[src/irq_status_pkg.sv]
// constants for the event flag and mask register block
`default_nettype none
package irq_status_pkg;
	localparam logic [7:0] IDX_EVENT_FLAGS    = 8'hFE;
	localparam logic [7:0] IDX_EVENT_MASK     = 8'hFF;
	localparam logic [7:0] IDX_IRQ_PIN_CTRL   = 8'h39;
	localparam logic [7:0] IDX_RD_PTR_HIGH    = 8'hF5;
	localparam int         NUM_EVENTS         = 6;
	localparam int         BIT_BUS_WIDTH      = 7;
	localparam int         BIT_RESERVED       = 6;
	localparam int         BIT_LINK_CHANGE    = 5;
	localparam int         BIT_TX_UNDERRUN    = 4;
	localparam int         BIT_RX_CNT_WRAP    = 3;
	localparam int         BIT_RX_OVERFLOW    = 2;
	localparam int         BIT_TX_DONE        = 1;
	localparam int         BIT_RX_DONE        = 0;
	localparam int         BIT_AUTOWRAP       = 7;
	localparam int         BIT_IRQ_POLARITY   = 0;
	localparam int         BIT_IRQ_OPEN_DRAIN = 1;
	localparam logic [7:0] MASK_WRITABLE      = 8'hBF;
	localparam logic [7:0] AUTOWRAP_PTR_HIGH  = 8'h0C;
	localparam logic [7:0] REG_RESET          = 8'h00;
	localparam logic [5:0] FLAGS_RESET        = 6'h00;
	localparam logic [1:0] PIN_CTRL_RESET     = 2'h0;
endpackage
`default_nettype wire

[src/strap_sync.sv]
// three-stage synchroniser that accepts a level once stages two and three agree
`timescale 1ns/1ps
`default_nettype none
module strap_sync (
	input  wire logic clk_sys_i,
	input  wire logic rst_n_i,
	input  wire logic async_i,
	output var  logic level_o
);
	logic stage1_ff;
	logic stage2_ff;
	logic stage3_ff;

	// first stage feeds only the second one
	always_ff @(posedge clk_sys_i or negedge rst_n_i) begin
		if (!rst_n_i) begin
			stage1_ff <= 1'b0;
			stage2_ff <= 1'b0;
			stage3_ff <= 1'b0;
		end else begin
			stage1_ff <= async_i;
			stage2_ff <= stage1_ff;
			stage3_ff <= stage2_ff;
		end
	end

	// a change counts only once two settled stages agree
	always_ff @(posedge clk_sys_i or negedge rst_n_i) begin
		if (!rst_n_i) begin
			level_o <= 1'b0;
		end else if (stage2_ff == stage3_ff) begin
			level_o <= stage3_ff;
		end
	end
endmodule
`default_nettype wire

[src/ethernet_irq_status_mask.sv]
// event flags, enable mask, irq pin shaping and pointer wrap control
//
// What this block does
// - status bit 7 reads the strapped bus width: 0 is 16-bit, 1 is 8-bit
// - link change sets status bit 5; writing one clears it
// - transmit under-run sets status bit 4; writing one clears it
// - receive overflow counter overflow sets status bit 3; write one clears
// - receive overflow sets status bit 2; writing one clears it
// - packet sent sets status bit 1, write-one clear, gated by mask bit 1
// - packet received sets status bit 0, write-one clear, gated by mask bit 0
// - mask bit 5 enables the link change interrupt
// - mask bit 4 enables the transmit under-run interrupt
// - mask bit 3 enables the counter overflow interrupt
// - mask bit 2 enables the receive overflow interrupt
// - mask bit 7 makes the sram pointers wrap to the start address
// - setting the wrap enable loads read pointer high byte with 0Ch
// - bit 6 of both registers is reserved; reset clears flags and enables
// - polarity control bit: one gives active low irq, zero active high
// - type control bit: one gives open drain irq, zero driven output
`timescale 1ns/1ps
`default_nettype none
module ethernet_irq_status_mask (
	input  wire logic       clk_sys_i,
	input  wire logic       rst_n_i,
	input  wire logic       sw_reset_i,
	input  wire logic       bus_width_strap_i,
	input  wire logic       index_wr_i,
	input  wire logic       data_wr_i,
	input  wire logic       data_rd_i,
	input  wire logic [7:0] wdata_i,
	input  wire logic       link_change_evt_i,
	input  wire logic       tx_underrun_evt_i,
	input  wire logic       rx_cnt_wrap_evt_i,
	input  wire logic       rx_overflow_evt_i,
	input  wire logic       tx_done_evt_i,
	input  wire logic       rx_done_evt_i,
	output var  logic [7:0] rdata_o,
	output var  logic       irq_o,
	output var  logic       irq_oe_o,
	output var  logic       pointer_autowrap_o,
	output var  logic [7:0] read_pointer_high_byte_o
);
	logic [7:0] index_ff;
	logic [5:0] flags_ff;
	logic [7:0] mask_ff;
	logic [1:0] pin_ctrl_ff;
	logic [7:0] ptr_high_ff;
	logic       bus_width_flag;
	logic       bus_width_ff;
	logic [5:0] events;
	logic [5:0] clear_req;
	logic       pending;
	logic       wr_flags;
	logic       wr_mask;
	logic       wr_pin_ctrl;
	logic       wr_ptr_high;
	logic [7:0] nxt_rdata;
	logic       nxt_irq;
	logic       nxt_irq_oe;

	strap_sync u_width_sync (
		.clk_sys_i (clk_sys_i),
		.rst_n_i   (rst_n_i),
		.async_i   (bus_width_strap_i),
		.level_o   (bus_width_flag)
	);

	assign events = {link_change_evt_i, tx_underrun_evt_i, rx_cnt_wrap_evt_i,
			 rx_overflow_evt_i, tx_done_evt_i, rx_done_evt_i};

	assign wr_flags    = data_wr_i && (index_ff == irq_status_pkg::IDX_EVENT_FLAGS);
	assign wr_mask     = data_wr_i && (index_ff == irq_status_pkg::IDX_EVENT_MASK);
	assign wr_pin_ctrl = data_wr_i
			     && (index_ff == irq_status_pkg::IDX_IRQ_PIN_CTRL);
	assign wr_ptr_high = data_wr_i
			     && (index_ff == irq_status_pkg::IDX_RD_PTR_HIGH);
	assign clear_req   = wr_flags ? wdata_i[5:0] : 6'h00;

	// index port selects which register the data strobes reach
	always_ff @(posedge clk_sys_i or negedge rst_n_i) begin
		if (!rst_n_i) begin
			index_ff <= irq_status_pkg::REG_RESET;
		end else if (index_wr_i) begin
			index_ff <= wdata_i;
		end
	end

	// strap level held as a read-only status bit
	always_ff @(posedge clk_sys_i or negedge rst_n_i) begin
		if (!rst_n_i) begin
			bus_width_ff <= 1'b0;
		end else begin
			bus_width_ff <= bus_width_flag;
		end
	end

	// per-event sticky flag; a new event beats a same-cycle clear
	for (genvar k = 0; k < irq_status_pkg::NUM_EVENTS; k++) begin : g_flag
		always_ff @(posedge clk_sys_i or negedge rst_n_i) begin
			if (!rst_n_i) begin
				flags_ff[k] <= 1'b0;
			end else if (sw_reset_i) begin
				flags_ff[k] <= 1'b0;
			end else if (events[k]) begin
				flags_ff[k] <= 1'b1;
			end else if (clear_req[k]) begin
				flags_ff[k] <= 1'b0;
			end
		end
	end

	// reserved bit 6 is never stored so it always reads zero
	always_ff @(posedge clk_sys_i or negedge rst_n_i) begin
		if (!rst_n_i) begin
			mask_ff <= irq_status_pkg::REG_RESET;
		end else if (sw_reset_i) begin
			mask_ff <= irq_status_pkg::REG_RESET;
		end else if (wr_mask) begin
			mask_ff <= wdata_i & irq_status_pkg::MASK_WRITABLE;
		end
	end

	always_ff @(posedge clk_sys_i or negedge rst_n_i) begin
		if (!rst_n_i) begin
			pin_ctrl_ff <= irq_status_pkg::PIN_CTRL_RESET;
		end else if (sw_reset_i) begin
			pin_ctrl_ff <= irq_status_pkg::PIN_CTRL_RESET;
		end else if (wr_pin_ctrl) begin
			pin_ctrl_ff <= wdata_i[1:0];
		end
	end

	// enabling the wrap forces the read pointer into the rx region
	always_ff @(posedge clk_sys_i or negedge rst_n_i) begin
		if (!rst_n_i) begin
			ptr_high_ff <= irq_status_pkg::REG_RESET;
		end else if (wr_mask && wdata_i[irq_status_pkg::BIT_AUTOWRAP]) begin
			ptr_high_ff <= irq_status_pkg::AUTOWRAP_PTR_HIGH;
		end else if (wr_ptr_high) begin
			ptr_high_ff <= wdata_i;
		end
	end

	always_ff @(posedge clk_sys_i or negedge rst_n_i) begin
		if (!rst_n_i) begin
			pointer_autowrap_o       <= 1'b0;
			read_pointer_high_byte_o <= irq_status_pkg::REG_RESET;
		end else begin
			pointer_autowrap_o <= mask_ff[irq_status_pkg::BIT_AUTOWRAP];
			read_pointer_high_byte_o <= ptr_high_ff;
		end
	end

	// only event bits meet their enables; bit 7 of the mask is not an enable
	assign pending = |(flags_ff & mask_ff[5:0]);

	// open drain can only pull low, so it releases whenever the irq level is high
	always_comb begin
		nxt_irq    = pending ^ pin_ctrl_ff[irq_status_pkg::BIT_IRQ_POLARITY];
		nxt_irq_oe = 1'b1;
		if (pin_ctrl_ff[irq_status_pkg::BIT_IRQ_OPEN_DRAIN]) begin
			nxt_irq_oe = !nxt_irq;
		end
	end

	always_ff @(posedge clk_sys_i or negedge rst_n_i) begin
		if (!rst_n_i) begin
			irq_o    <= 1'b0;
			irq_oe_o <= 1'b1;
		end else begin
			irq_o    <= nxt_irq;
			irq_oe_o <= nxt_irq_oe;
		end
	end

	always_comb begin
		nxt_rdata = irq_status_pkg::REG_RESET;
		unique case (index_ff)
			irq_status_pkg::IDX_EVENT_FLAGS: begin
				nxt_rdata = {bus_width_ff, 1'b0, flags_ff};
			end
			irq_status_pkg::IDX_EVENT_MASK: begin
				nxt_rdata = mask_ff;
			end
			irq_status_pkg::IDX_IRQ_PIN_CTRL: begin
				nxt_rdata = {6'h00, pin_ctrl_ff};
			end
			irq_status_pkg::IDX_RD_PTR_HIGH: begin
				nxt_rdata = ptr_high_ff;
			end
			default: begin
				nxt_rdata = irq_status_pkg::REG_RESET;
			end
		endcase
	end

	// reads have no side effect; flags clear only on a written one, a software reset or a hardware reset
	always_ff @(posedge clk_sys_i or negedge rst_n_i) begin
		if (!rst_n_i) begin
			rdata_o <= irq_status_pkg::REG_RESET;
		end else if (data_rd_i) begin
			rdata_o <= nxt_rdata;
		end
	end
endmodule
`default_nettype wire

[config.mk]
export PLATFORM = sky130hd
export DESIGN_NAME = ethernet_irq_status_mask
export DESIGN_NICKNAME = d
export VERILOG_FILES = /design/src/irq_status_pkg.sv /design/src/strap_sync.sv /design/src/ethernet_irq_status_mask.sv
export SDC_FILE = /design/constraint.sdc
export NUM_CORES = 1
export LEC_CHECK = 0
export BUFFER_PORTS_ARGS = -buffer_cell sky130_fd_sc_hd__clkbuf_2
export CORE_AREA = 2 2 68 70
export DETAILED_ROUTE_END_ITERATION = 8
export DIE_AREA = 0 0 70 72
export PLACE_DENSITY = 0.77
export SLEW_MARGIN = 20
export SYNTH_ARGS = -nofsm -noshare
export SYNTH_HDL_FRONTEND = slang
export SYNTH_SLANG_ARGS = --single-unit
[constraint.sdc]
create_clock -name clk_sys_i -period 1.85 [get_ports clk_sys_i]
set_clock_uncertainty 0.1 [all_clocks]
set_input_delay 0.185 -clock clk_sys_i [delete_from_list [all_inputs] [get_ports clk_sys_i]]
set_output_delay 0.185 -clock clk_sys_i [all_outputs]
set_load 0.01 [all_outputs]
# Yosys cells after proc, flatten, opt, wreduce, memory -nomap -nowiden
# Index checks and enable logic that the tools add are counted.
[op_classes]
n_eq_ne = 5
bitwise_logic = 2
n_mux = 27
n_reduce_logical = 16
[op_table]
columns = ["operator", "n"]
rows = [
  ["8-bit two-way mux", 4],
  ["8-bit case mux with 4 select lines", 1],
  ["8-bit == test (second input constant)", 3],
  ["1-bit two-way mux", 19],
  ["3-bit nonzero test", 6],
  ["8-bit by 6-bit == test with 1-bit output (second input constant)", 1],
  ["6-bit bitwise AND", 1],
  ["6-bit two-way mux", 1],
  ["2-bit nonzero test", 3],
  ["6-bit OR reduction", 1],
  ["1-bit logical AND", 5],
  ["2-bit two-way mux", 2],
  ["1-bit == test", 1],
  ["1-bit zero test", 1],
  ["1-bit XOR", 1],
]
[word_totals]
input_bits = 21
wordCells = 70
out_inout_bits = 19
register_bits = 56

# Longest topological paths before layout
# Gate-level depths: netlist (run 1).
[logic_depth]
word_depth = 6
depth_mapped = 6

# Hierarchy
# From an unflattened synthesis (run 1), not the netlist that was laid out.
[hier_totals]
hier_cells = 195
area_unflattened_um2 = 2314.7
[modules_own_cells]
columns = ["module", "seq_area_each_um2", "area_each_um2", "n_inst", "cells_each"]
rows = [
  ["ethernet_irq_status_mask", 1277.5, 2203.4, 1, 190],
  ["strap_sync", 100.1, 111.4, 1, 5],
]

# Least setup slack after synthesis (run 1)
# OpenSTA, ideal clock, no wires.
[synth_timing]
kind = "reg2reg"
startpoint = "reg index_ff[1]"
endpoint = "reg ptr_high_ff[2]"
period_less_slack_ns = 1.636
path_stages_with_launch = 5
required_ns = 1.630
n_path_buf = 0
arrival_ns = 1.416
slack_ns = 0.214
cell_sequence = "dfrtp_1 > nand4b_2 > nor4_4 > mux2i_1 > nand2_1"
[synth_between]
elab_chain_cells = 4
word_cells_on_any_way = 7
classes_between = "2 x eq/ne; 1 x mux; 4 x reduce/logical"
[synth_lines]
columns = ["item", "line", "source"]
rows = [
  ["start: declaration", "ethernet_irq_status_mask.sv:43", "logic [7:0] index_ff;"],
  ["start signal: assignment", "ethernet_irq_status_mask.sv:82", "index_ff <= irq_status_pkg::REG_RESET;"],
  ["start signal: assignment", "ethernet_irq_status_mask.sv:84", "index_ff <= wdata_i;"],
  ["8-bit == test", "ethernet_irq_status_mask.sv:72", "assign wr_mask = data_wr_i && (index_ff == irq_status_pkg::IDX_EVENT_MASK);"],
  ["1-bit logical AND", "ethernet_irq_status_mask.sv:72", ""],
  ["1-bit logical AND", "ethernet_irq_status_mask.sv:137", "end else if (wr_mask && wdata_i[irq_status_pkg::BIT_AUTOWRAP]) begin"],
  ["8-bit two-way mux / 2-bit nonzero test (equally long branches)", "--", ""],
  ["end signal: assignment", "ethernet_irq_status_mask.sv:136", "ptr_high_ff <= irq_status_pkg::REG_RESET;"],
  ["end signal: assignment", "ethernet_irq_status_mask.sv:138", "ptr_high_ff <= irq_status_pkg::AUTOWRAP_PTR_HIGH;"],
  ["end signal: assignment", "ethernet_irq_status_mask.sv:140", "ptr_high_ff <= wdata_i;"],
  ["end: declaration", "ethernet_irq_status_mask.sv:47", "logic [7:0] ptr_high_ff;"],
]
# Parallel ways exist; a longest one is shown, timed or not.
# A chain may end at the register's enable or synchronous reset.

# Worst setup path in the final report (run 1)
[layout_timing]
startpoint = "reg index_ff[1]"
endpoint = "reg pin_ctrl_ff[1]"
[layout_between]
elab_chain_cells = 3
[layout_lines]
columns = ["item", "line", "source"]
rows = [
  ["8-bit by 6-bit == test with 1-bit output", "ethernet_irq_status_mask.sv:74", "&& (index_ff == irq_status_pkg::IDX_IRQ_PIN_CTRL);"],
  ["1-bit logical AND", "ethernet_irq_status_mask.sv:74", ""],
  ["2-bit nonzero test (no source line)", "--", ""],
  ["end signal: assignment", "ethernet_irq_status_mask.sv:125", "pin_ctrl_ff <= irq_status_pkg::PIN_CTRL_RESET;"],
  ["end signal: assignment", "ethernet_irq_status_mask.sv:127", "pin_ctrl_ff <= irq_status_pkg::PIN_CTRL_RESET;"],
  ["end signal: assignment", "ethernet_irq_status_mask.sv:129", "pin_ctrl_ff <= wdata_i[1:0];"],
  ["end: declaration", "ethernet_irq_status_mask.sv:46", "logic [1:0] pin_ctrl_ff;"],
]
# No other way between the ends.

==> results.cfg, run 1 <==
[layout]
fillers = 359
antenna_cells = 0
utilization_pct = 64.00
final_common_cell = dfrtp_1
multi_input_area_um2 = 872.1
synthToLayoutAreaGrowth_pct = 18.86
fin_cells = 290
regArea_um2 = 1378
layout_common_cells = 54 x dfrtp_1, 39 x clkbuf_2, 28 x nor2_1
final_nets = 258
final_layout_size_suffix_gt1_share_pct = 31.09

[run]
drv_cap = 0

[floorplan]
die_w_um = 70
boundaryPins = 40
dieArea_um2 = 5040
fp.coreArea_um2 = 4264
die_height_um = 72
start_util_pct = 53.84
rows = 24

[power]
vdd_drop_max_v = 0.0005478
p_total_w = 0.002274
leakage_nw = 1.244
power.density_nw_per_um2 = 833.2

[global_routing]
met3_usage_pct = 4.583
antenna_found_initial = 0
grt_use_met1_pct = 28.15
grt_max_degree = 27
met2_usage_pct = 34.50
overflow = 0
track_usage_pct = 20.85
busiest_layer = met2
grt_first_pass_wirelength_um = 8024
grt_pass1_vias = 1634

[logic_synthesis]
synth_top_family_by_area = simple AND/OR/NAND/NOR gates
postSynthAreaPerCell_um2 = 12.28
synth_cells = 187
yosysWarnings = 0
synth_compound_area_share_pct = 10.46
synthXorXnorAreaFrac_pct = 0.3815
synth_simple_gate_area_share_pct = 15.26
syn_nets = 208
synth_fa_ha_area_share_pct = 0.4360
ys_types = 37
netlist_area_um2 = 2296
synth-seq-cells = 55
synthMuxAreaShare_pct = 11.44
yosysSeqAreaShare_pct = 60.00

[sta]
timing.fmax_mhz = 590.5
worst_pin_slew_ns = 0.5590
report.final.slew_viol_count = 0
hold_viol = 0
fin_crit_ns = 1.693
relSlewSlack_pct = 62.74
setup_viol = 0
post-route-period-util_pct = 91.53
timing.setup.tns_ns = 0
fin_ws_ns = 0.1567
rsz0062_at_grt = false

[setup_path]
crit_required_ns = 1.93
worstPathArrival_ns = 1.77
worstPathMaxFanout = 6
end_kind = flop
cp-start-kind = flop
crit_type = flop to flop
cp_slowest_stage_delay_ns = 0.57
slowest_stage = or4b_1
worstPathCellList = nand4b_2 > or4b_1 > nand2_1 > a21oi_1
reg2reg_depth = 4

[clocking]
clock_sinks = 55
cts_made_buffers = 5
cts_tree = built
clk_pin_slew_ns = 0.09
cts_max_level = 2
cts_max_path_buffers = 2
clockRootBuffer = clkbuf_8
worst_skew_pair.late_latency_ns = 0.30
cts_resized = 0

[min_path]
hold_class = input pin to flop
min_path_cells = 3

[route]
post_drt_wl_per_cell_um = 16.48
vias = 1600
drt-vias-per-instance = 5.517
drc = 0
firstDrtPassIters = 6
routed_wl_um = 4779
ant_nets = 0
initialDrtViolationCount = 133

[status]
status = finished clean

[placement]
io_buffers = 39
pre_cts_slack_ns = 0.1706
dp.cells = 280
hpwl_um = 3610
place.gp.congestion = 0.8959
==> cell usage after synthesis, drive strengths merged <==
| master | number | area [um2] |
|---|---|---|
| and4 | 1 | 8.760 |
| mux2i | 15 | 150.1 |
| or4b | 1 | 10.01 |
| o32a | 1 | 10.01 |
| nand2b | 2 | 12.51 |
| a2bb2oi | 1 | 8.760 |
| nand4 | 1 | 12.51 |
| xor2 | 1 | 8.760 |
| nand2 | 7 | 26.28 |
| a21oi | 9 | 45.04 |
| nor3 | 3 | 26.28 |
| clkbuf | 6 | 22.52 |
| inv | 3 | 11.26 |
| o21ai | 1 | 5.000 |
| buf | 2 | 12.51 |
| nand4b | 1 | 15.01 |
| a221oi | 1 | 8.760 |
| dfrtp | 54 | 1351 |
| maj3 | 1 | 10.01 |
| a22oi | 8 | 60.06 |
| nor4 | 3 | 33.78 |
| nor2 | 29 | 111.4 |
| a311oi | 6 | 52.55 |
| nor3b | 6 | 45.04 |
| and2 | 1 | 6.260 |
| nand3 | 6 | 42.54 |
| o22a | 1 | 10.01 |
| mux2 | 10 | 112.6 |
| a31oi | 1 | 6.260 |
| o31ai | 1 | 7.510 |
| a22o | 3 | 26.28 |
| dfstp | 1 | 26.28 |
==> repair_timing <==
| item | CTS | global route |
|---|---|---|
| setup buffers | 0 | 0 |
| endpoints found under the hold margin | 20 | 0 |
| endpoints found under the setup margin | 0 | 0 |
| hold buffers | 2 | 0 |
==> through the flow <==
step,cell area [um2],hold WS (ns)
after global placement,2609,0.09964
after global routing,2729,0.03341
final,2729,0.03526
after CTS,2729,0.02794
after floorplan,2296,-0.2106
after detailed placement,2609,0.09915
==> area by class of cell <==
class / instances / share of cell area [%]
inverter: 3 / 0.4127
multi-input combinational: 121 / 31.96
sequential: 55 / 50.48
timing repair buffer: 51 / 11.10
tap: 52 / 2.384
clock buffer: 8 / 3.668
==> critical path, delay by kind of cell, from the launching register on <==
| kind | cells | cell delay [ns] |
|---|---|---|
| simple gates | 3 | 0.98 |
| flops | 1 | 0.43 |
| compound gates | 1 | 0.07 |
==> sequential cells by signal (all words and copies together), names as in the netlist <==
signal                    flops
irq_oe_o                      1
index_ff                      8
u_width_sync.stage3_ff        1
mask_ff                       7
pin_ctrl_ff                   2
read_pointer_high_byte_o      8
u_width_sync.stage2_ff        1
u_width_sync.stage1_ff        1
flags_ff                      6
pointer_autowrap_o            1
irq_o                         1
ptr_high_ff                   8
rdata_o                       8
bus_width_ff                  1
u_width_sync.level_o          1
==> layer usage <==
layer  share of wire (%)  wire [um]
met5                   0          0
met4                 1.8         84
met3                 3.1        148
met2                  48       2294
met1                  47       2252
==> cell families after synthesis <==
group,Yosys count
AND/OR/NAND/NOR,61
flip-flops,55
buffers and inverters,11
AO/OA/AOI/OAI,33
XOR/XNOR,1
adder cells (fa/ha/maj),1
multiplexers,25
==> path summary, 6_finish.rpt <==
kind,start,end,slack [ns]
min in group asynchronous,rst_n_i,ptr_high_ff[3]$_DFFE_PN0P_,0.30
max in group asynchronous,rst_n_i,rdata_o[3]$_DFFE_PN0P_,0.83
worst min register to register,u_width_sync.stage1_ff$_DFF_PN0_,u_width_sync.stage2_ff$_DFF_PN0_,0.26
worst min-delay path,rx_cnt_wrap_evt_i,flags_ff[3]$_DFFE_PN0P_,0.04
worst max-delay path,index_ff[1]$_DFFE_PN0P_,pin_ctrl_ff[1]$_DFFE_PN0P_,0.16
worst max register to register,index_ff[1]$_DFFE_PN0P_,pin_ctrl_ff[1]$_DFFE_PN0P_,0.16
==> power breakdown <==
group | internal, W | switching, W | total [W] | leakage (nW)
registers | 0.00127 | 0.0000580 | 0.00133 | 0.697
logic | 0.000109 | 0.000139 | 0.000248 | 0.495
clock network | 0.000342 | 0.000355 | 0.000697 | 0.0515
No activity file was read; power rests on OpenSTA's default activity.
==> run 2, diff against run 1 <==
Settings changed: CELL_PAD_IN_SITES_DETAIL_PLACEMENT from default to 0, CELL_PAD_IN_SITES_GLOBAL_PLACEMENT from default to 1, CORE_AREA 2 2 68 70 to 2 2 68 86, DIE_AREA 0 0 70 72 to 0 0 70 88, MAX_ROUTING_LAYER from default to met4.
==> run 2 against run 1 <==
Via count is 2.5% higher. Global-route usage is 2.8 points lower. Count of clock-buffer cells in the layout is 1 lower. Critical path type unchanged. Largest power group unchanged. Highest routed layer unchanged.
==> results.cfg, run 2 (same netlist as run 1, synthesis figures left out) <==
[status]
status = finished clean

[layout]
fin_cells = 302
utilization_pct = 51.13
final_layout_size_suffix_gt1_share_pct = 30.67
final_nets = 258
synthToLayoutAreaGrowth_pct = 18.69
antenna_cells = 0
final_common_cell = dfrtp_1
fillers = 497
layout_common_cells = 54 x dfrtp_1, 39 x clkbuf_2, 28 x nor2_1

[floorplan]
rows = 30
start_util_pct = 43.08
fp.coreArea_um2 = 5330
die_height_um = 88
boundaryPins = 40
die_w_um = 70
dieArea_um2 = 6160

[setup_path]
r2r_start = index_ff[1]$_DFFE_PN0P_
cp_top_family = simple AND/OR/NAND/NOR gates
end_kind = flop
worst-r2r-setup-slack_ns = 0.15
crit_required_ns = 1.92
slowest_stage = or4b_1
crit_type = flop to flop
timing.rr.end = pin_ctrl_ff[1]$_DFFE_PN0P_
path_depth = 4
worstPathMaxFanout = 6
worstPathArrival_ns = 1.78
cp_slowest_stage_delay_ns = 0.57
worstPathCellList = nand4b_2 > or4b_1 > nand2_1 > a21oi_1
cp-start-kind = flop
reg2reg_depth = 4
worst-path-buf-inv = 0

[min_path]
hold_end = flags_ff[3]$_DFFE_PN0P_
min-delay-start = rx_cnt_wrap_evt_i
hold_class = input pin to flop
min_path_cells = 3

[placement]
place.gp.congestion = 0.8465
io_buffers = 39
dp.cells = 292
hpwl_um = 3727

[global_routing]
grt_max_degree = 24
grt_pass1_vias = 1633
overflow = 0
grt_first_pass_wirelength_um = 8321
antenna_found_initial = 0
track_usage_pct = 18.00

[clocking]
cts_max_path_buffers = 2
clk_pin_slew_ns = 0.10
clock_sinks = 55
cts_max_level = 2
cts_tree = built
cts_made_buffers = 5
worst_skew_pair.late_latency_ns = 0.31
clockRootBuffer = clkbuf_8
cts_resized = 0

[sta]
relSlewSlack_pct = 63.46
setup_viol = 0
hold_viol = 0
fin_crit_ns = 1.702
timing.fmax_mhz = 587.6
post-route-period-util_pct = 91.99
rsz0062_at_grt = false
report.final.slew_viol_count = 0
timing.setup.tns_ns = 0
worst_pin_slew_ns = 0.5481

[route]
post_drt_wl_per_cell_um = 16.37
wl_met2_um = 2466
highest_layer = met4
dr_wl_met3_um = 206
ant_nets = 0
vias = 1640
initialDrtViolationCount = 71
drc = 0
routed_wl_um = 4945
drt-vias-per-instance = 5.430
wl_met1_um = 2197
firstDrtPassIters = 4

[run]
drv_cap = 0

[power]
power.density_nw_per_um2 = 809.9
leakage_nw = 1.235
vdd_drop_max_v = 0.0003437
-- run 2: timing repair --
action                     CTS  global route
hold endpoints to repair    20             0
setup endpoints to repair    0             0
buffers inserted             0             0
hold buffers                 2             0
-- run 2: worst max path at each step --
stage | startpoint | end | slack (ns)
2_1_floorplan | index_ff[1]$_DFFE_PN0P_ | ptr_high_ff[2]$_DFFE_PN0P_ | 0.21
3_3_place_gp | index_ff[1]$_DFFE_PN0P_ | pin_ctrl_ff[1]$_DFFE_PN0P_ | 0.21
3_5_place_dp | index_ff[1]$_DFFE_PN0P_ | pin_ctrl_ff[1]$_DFFE_PN0P_ | 0.17
4_1_cts | index_ff[1]$_DFFE_PN0P_ | pin_ctrl_ff[1]$_DFFE_PN0P_ | 0.15
5_1_grt | index_ff[1]$_DFFE_PN0P_ | pin_ctrl_ff[1]$_DFFE_PN0P_ | 0.08
6_report | index_ff[1]$_DFFE_PN0P_ | pin_ctrl_ff[1]$_DFFE_PN0P_ | 0.15
-- run 2: worst register-to-register path, cell delays in order, from the launching register on --
cell and delay, ns:
dfrtp_1 0.43, nand4b_2 0.32, or4b_1 0.57, nand2_1 0.09, a21oi_1 0.06
-- run 2: cell type report --
cell class	count	area, um2	share of cell area [%]
flip-flops and latches	55	1378	50.55
multi-input cells	121	872.1	32.00
repair buffers	51	302.8	11.11
well taps	64	80.08	2.938
clock buffers	7	76.32	2.801
inverters	3	11.26	0.4132
clock inverters	1	5.005	0.1837
-- run 2: stage by stage --
step                      worst slack [ns]  hold slack, ns  area [um2]  power (W)
after floorplan                     0.2140         -0.2106        2296   0.001472
after global placement              0.2140         0.09400        2624   0.001596
after detailed placement            0.1657         0.09708        2624   0.001601
after CTS                           0.1535         0.03113        2725   0.002222
after global routing               0.08259         0.03664        2725   0.002313
final                               0.1482         0.02272        2725   0.002207
-- run 2: routing by layer --
metal,track usage (%),vias up
met5,-,-
met4,5.245,0
met3,3.107,8
met2,29.26,41
met1,23.41,808
li1,-,783
-- run 2: power breakdown --
| group | internal, W | switching [W] | leakage [nW] |
|---|---|---|---|
| logic | 0.000110 | 0.000140 | 0.495 |
| registers | 0.00127 | 0.0000570 | 0.697 |
| clock network | 0.000267 | 0.000364 | 0.0422 |
==> run 3, diff against run 2 <==
Settings changed: CORE_AREA 2 2 68 86 to 2 2 72 91, DIE_AREA 0 0 70 88 to 0 0 74 93, PLACE_DENSITY 0.77 to 0.72.
Clock period 1.85 ns to 1.5 ns, I/O delays scaled along.
==> run 3 against run 2 <==
The flow now finishes with violations (negative setup slack). Power is 28% higher. Critical path depth stayed put. Via count is 5.2% higher. Largest cell class unchanged.
==> results.cfg, run 3 (same netlist as run 1, synthesis figures left out) <==
[placement]
place.gp.congestion = 0.8424
io_buffers = 39
hpwl_um = 3818
pre_cts_slack_ns = -0.09138
dpl-instance-area_um2 = 2761

[global_routing]
grt_max_degree = 56
grt_pass1_vias = 1702
overflow = 0
grt_first_pass_wirelength_um = 8528
antenna_found_initial = 0
track_usage_pct = 16.97

[setup_path]
worst-r2r-setup-slack_ns = -0.07
worstPathArrival_ns = 1.66
crit_required_ns = 1.59
cp_slowest_stage_delay_ns = 0.53
r2r_start = index_ff[1]$_DFFE_PN0P_
worst-path-buf-inv = 0
end_kind = flop
cp_top_family = simple AND/OR/NAND/NOR gates
crit_type = flop to flop
worstPathMaxFanout = 6
crit_start = index_ff[1]$_DFFE_PN0P_
cp-start-kind = flop
slowest_stage = or4b_4
worstPathCellList = nand4b_4 > or4b_4 > nand2_2 > a21oi_2
timing.rr.end = pin_ctrl_ff[0]$_DFFE_PN0P_
reg2reg_depth = 4

[sta]
fin_ws_ns = -0.06865
relSlewSlack_pct = 75.29
timing.fmax_mhz = 637.5
fin_crit_ns = 1.569
setup_viol = 13
post-route-period-util_pct = 104.6
report.final.slew_viol_count = 0
whs_ns = 0.03249
hold_viol = 0
rsz0062_at_grt = true
timing.setup.tns_ns = -0.4173
worst_pin_slew_ns = 0.3707

[layout]
utilization_pct = 50.37
final_nets = 282
antenna_cells = 0
layout_common_cells = 49 x dfrtp_1, 39 x clkbuf_2, 27 x nor2_1
synthToLayoutAreaGrowth_pct = 32.64
final_layout_size_suffix_gt1_share_pct = 42.37
final_common_cell = dfrtp_1
final_cell_area_um2 = 3045

[route]
drt-vias-per-instance = 4.974
routed_wl_um = 5396
initialDrtViolationCount = 71
firstDrtPassIters = 4
ant_nets = 0
vias = 1726
post_drt_wl_per_cell_um = 15.55
drc = 0

[floorplan]
die_height_um = 93
die_w_um = 74
fp.coreArea_um2 = 6046
dieArea_um2 = 6882
start_util_pct = 37.98
boundaryPins = 40
rows = 32

[power]
leakage_nw = 1.362
power.density_nw_per_um2 = 927.5
vdd_drop_max_v = 0.0003796

[status]
violations = negative setup slack
status = finished with violations

[min_path]
hold_class = input pin to flop
hold_end = ptr_high_ff[3]$_DFFE_PN0P_
min-delay-start = wdata_i[3]
min_path_cells = 3

[clocking]
cts_max_level = 2
worst_skew_pair.late_latency_ns = 0.31
cts_made_buffers = 5
clockRootBuffer = clkbuf_8
cts_tree = built
clock_sinks = 55
clk_pin_slew_ns = 0.09
cts_max_path_buffers = 2

[run]
drv_cap = 0
[run 3: cell count changes in the layout (fill, tap and decap cells not counted), moves of 3 or more]
cell           before  now
dfrtp_2             0    5
dfrtp_1            54   49
nand2_2             0    3
nand2_1             7    4
buf_4               9   24
dlygate4sd3_1       2    8
[run 3: layer usage]
metal | vias up | wire length (um) | global-route usage (%)
li1 | 831 | - | -
met1 | 857 | 2436 | 21.21
met2 | 33 | 2733 | 27.53
met3 | 5 | 149 | 2.478
met4 | 0 | 76 | 6.667
met5 | - | 0 | -
[run 3: metrics by stage]
| step | std cells | power, W |
|---|---|---|
| 6_report | 347 | 0.002824 |
| 2_1_floorplan | 187 | 0.001820 |
| 3_3_place_gp | 325 | 0.002003 |
| 3_5_place_dp | 325 | 0.002007 |
| 5_1_grt | 347 | 0.002967 |
| 4_1_cts | 343 | 0.002836 |
[run 3: area by class of cell]
type	count	area [um2]
Inverter	3	11.26
Sequential cell	55	1384
Multi-Input combinational cell	121	940.9
Clock buffer	6	72.57
Timing Repair Buffer	75	518.0
Clock inverter	2	12.51
Tap cell	85	106.4
Fill cell	551	3000
[run 3: tightest hold or removal path: cells and delay by family]
family / cells / cell delay, ns
buf+inv: 1 / 0.12
mux: 1 / 0.08
simple gates: 1 / 0.06
[run 3: worst max-delay path by stage]
stage | depth (start not counted) | endpoint | slack, ns
floorplan | 4 | ptr_high_ff[2]$_DFFE_PN0P_ | -0.07
global placement | 6 | rdata_o[4]$_DFFE_PN0P_ | -0.15
detailed placement | 5 | rdata_o[3]$_DFFE_PN0P_ | -0.09
CTS | 4 | pin_ctrl_ff[1]$_DFFE_PN0P_ | -0.06
global route | 5 | ptr_high_ff[2]$_DFFE_PN0P_ | -0.13
finish | 4 | pin_ctrl_ff[0]$_DFFE_PN0P_ | -0.07
[run 3: power by group]
| group | total [W] | switching [W] | internal (W) |
|---|---|---|---|
| sequential | 0.00164 | 0.0000721 | 0.00157 |
| combinational | 0.000389 | 0.000196 | 0.000193 |
| clock | 0.000794 | 0.000467 | 0.000327 |
| total | 0.00282 | 0.000735 | 0.00209 |
[run 3: repair_timing]
action	CTS	global route
gates resized for setup	9	13
pin swaps	0	2
hold buffers	8	0
endpoints found under the hold margin	61	0
setup endpoints to repair	24	24
buffers inserted	2	4
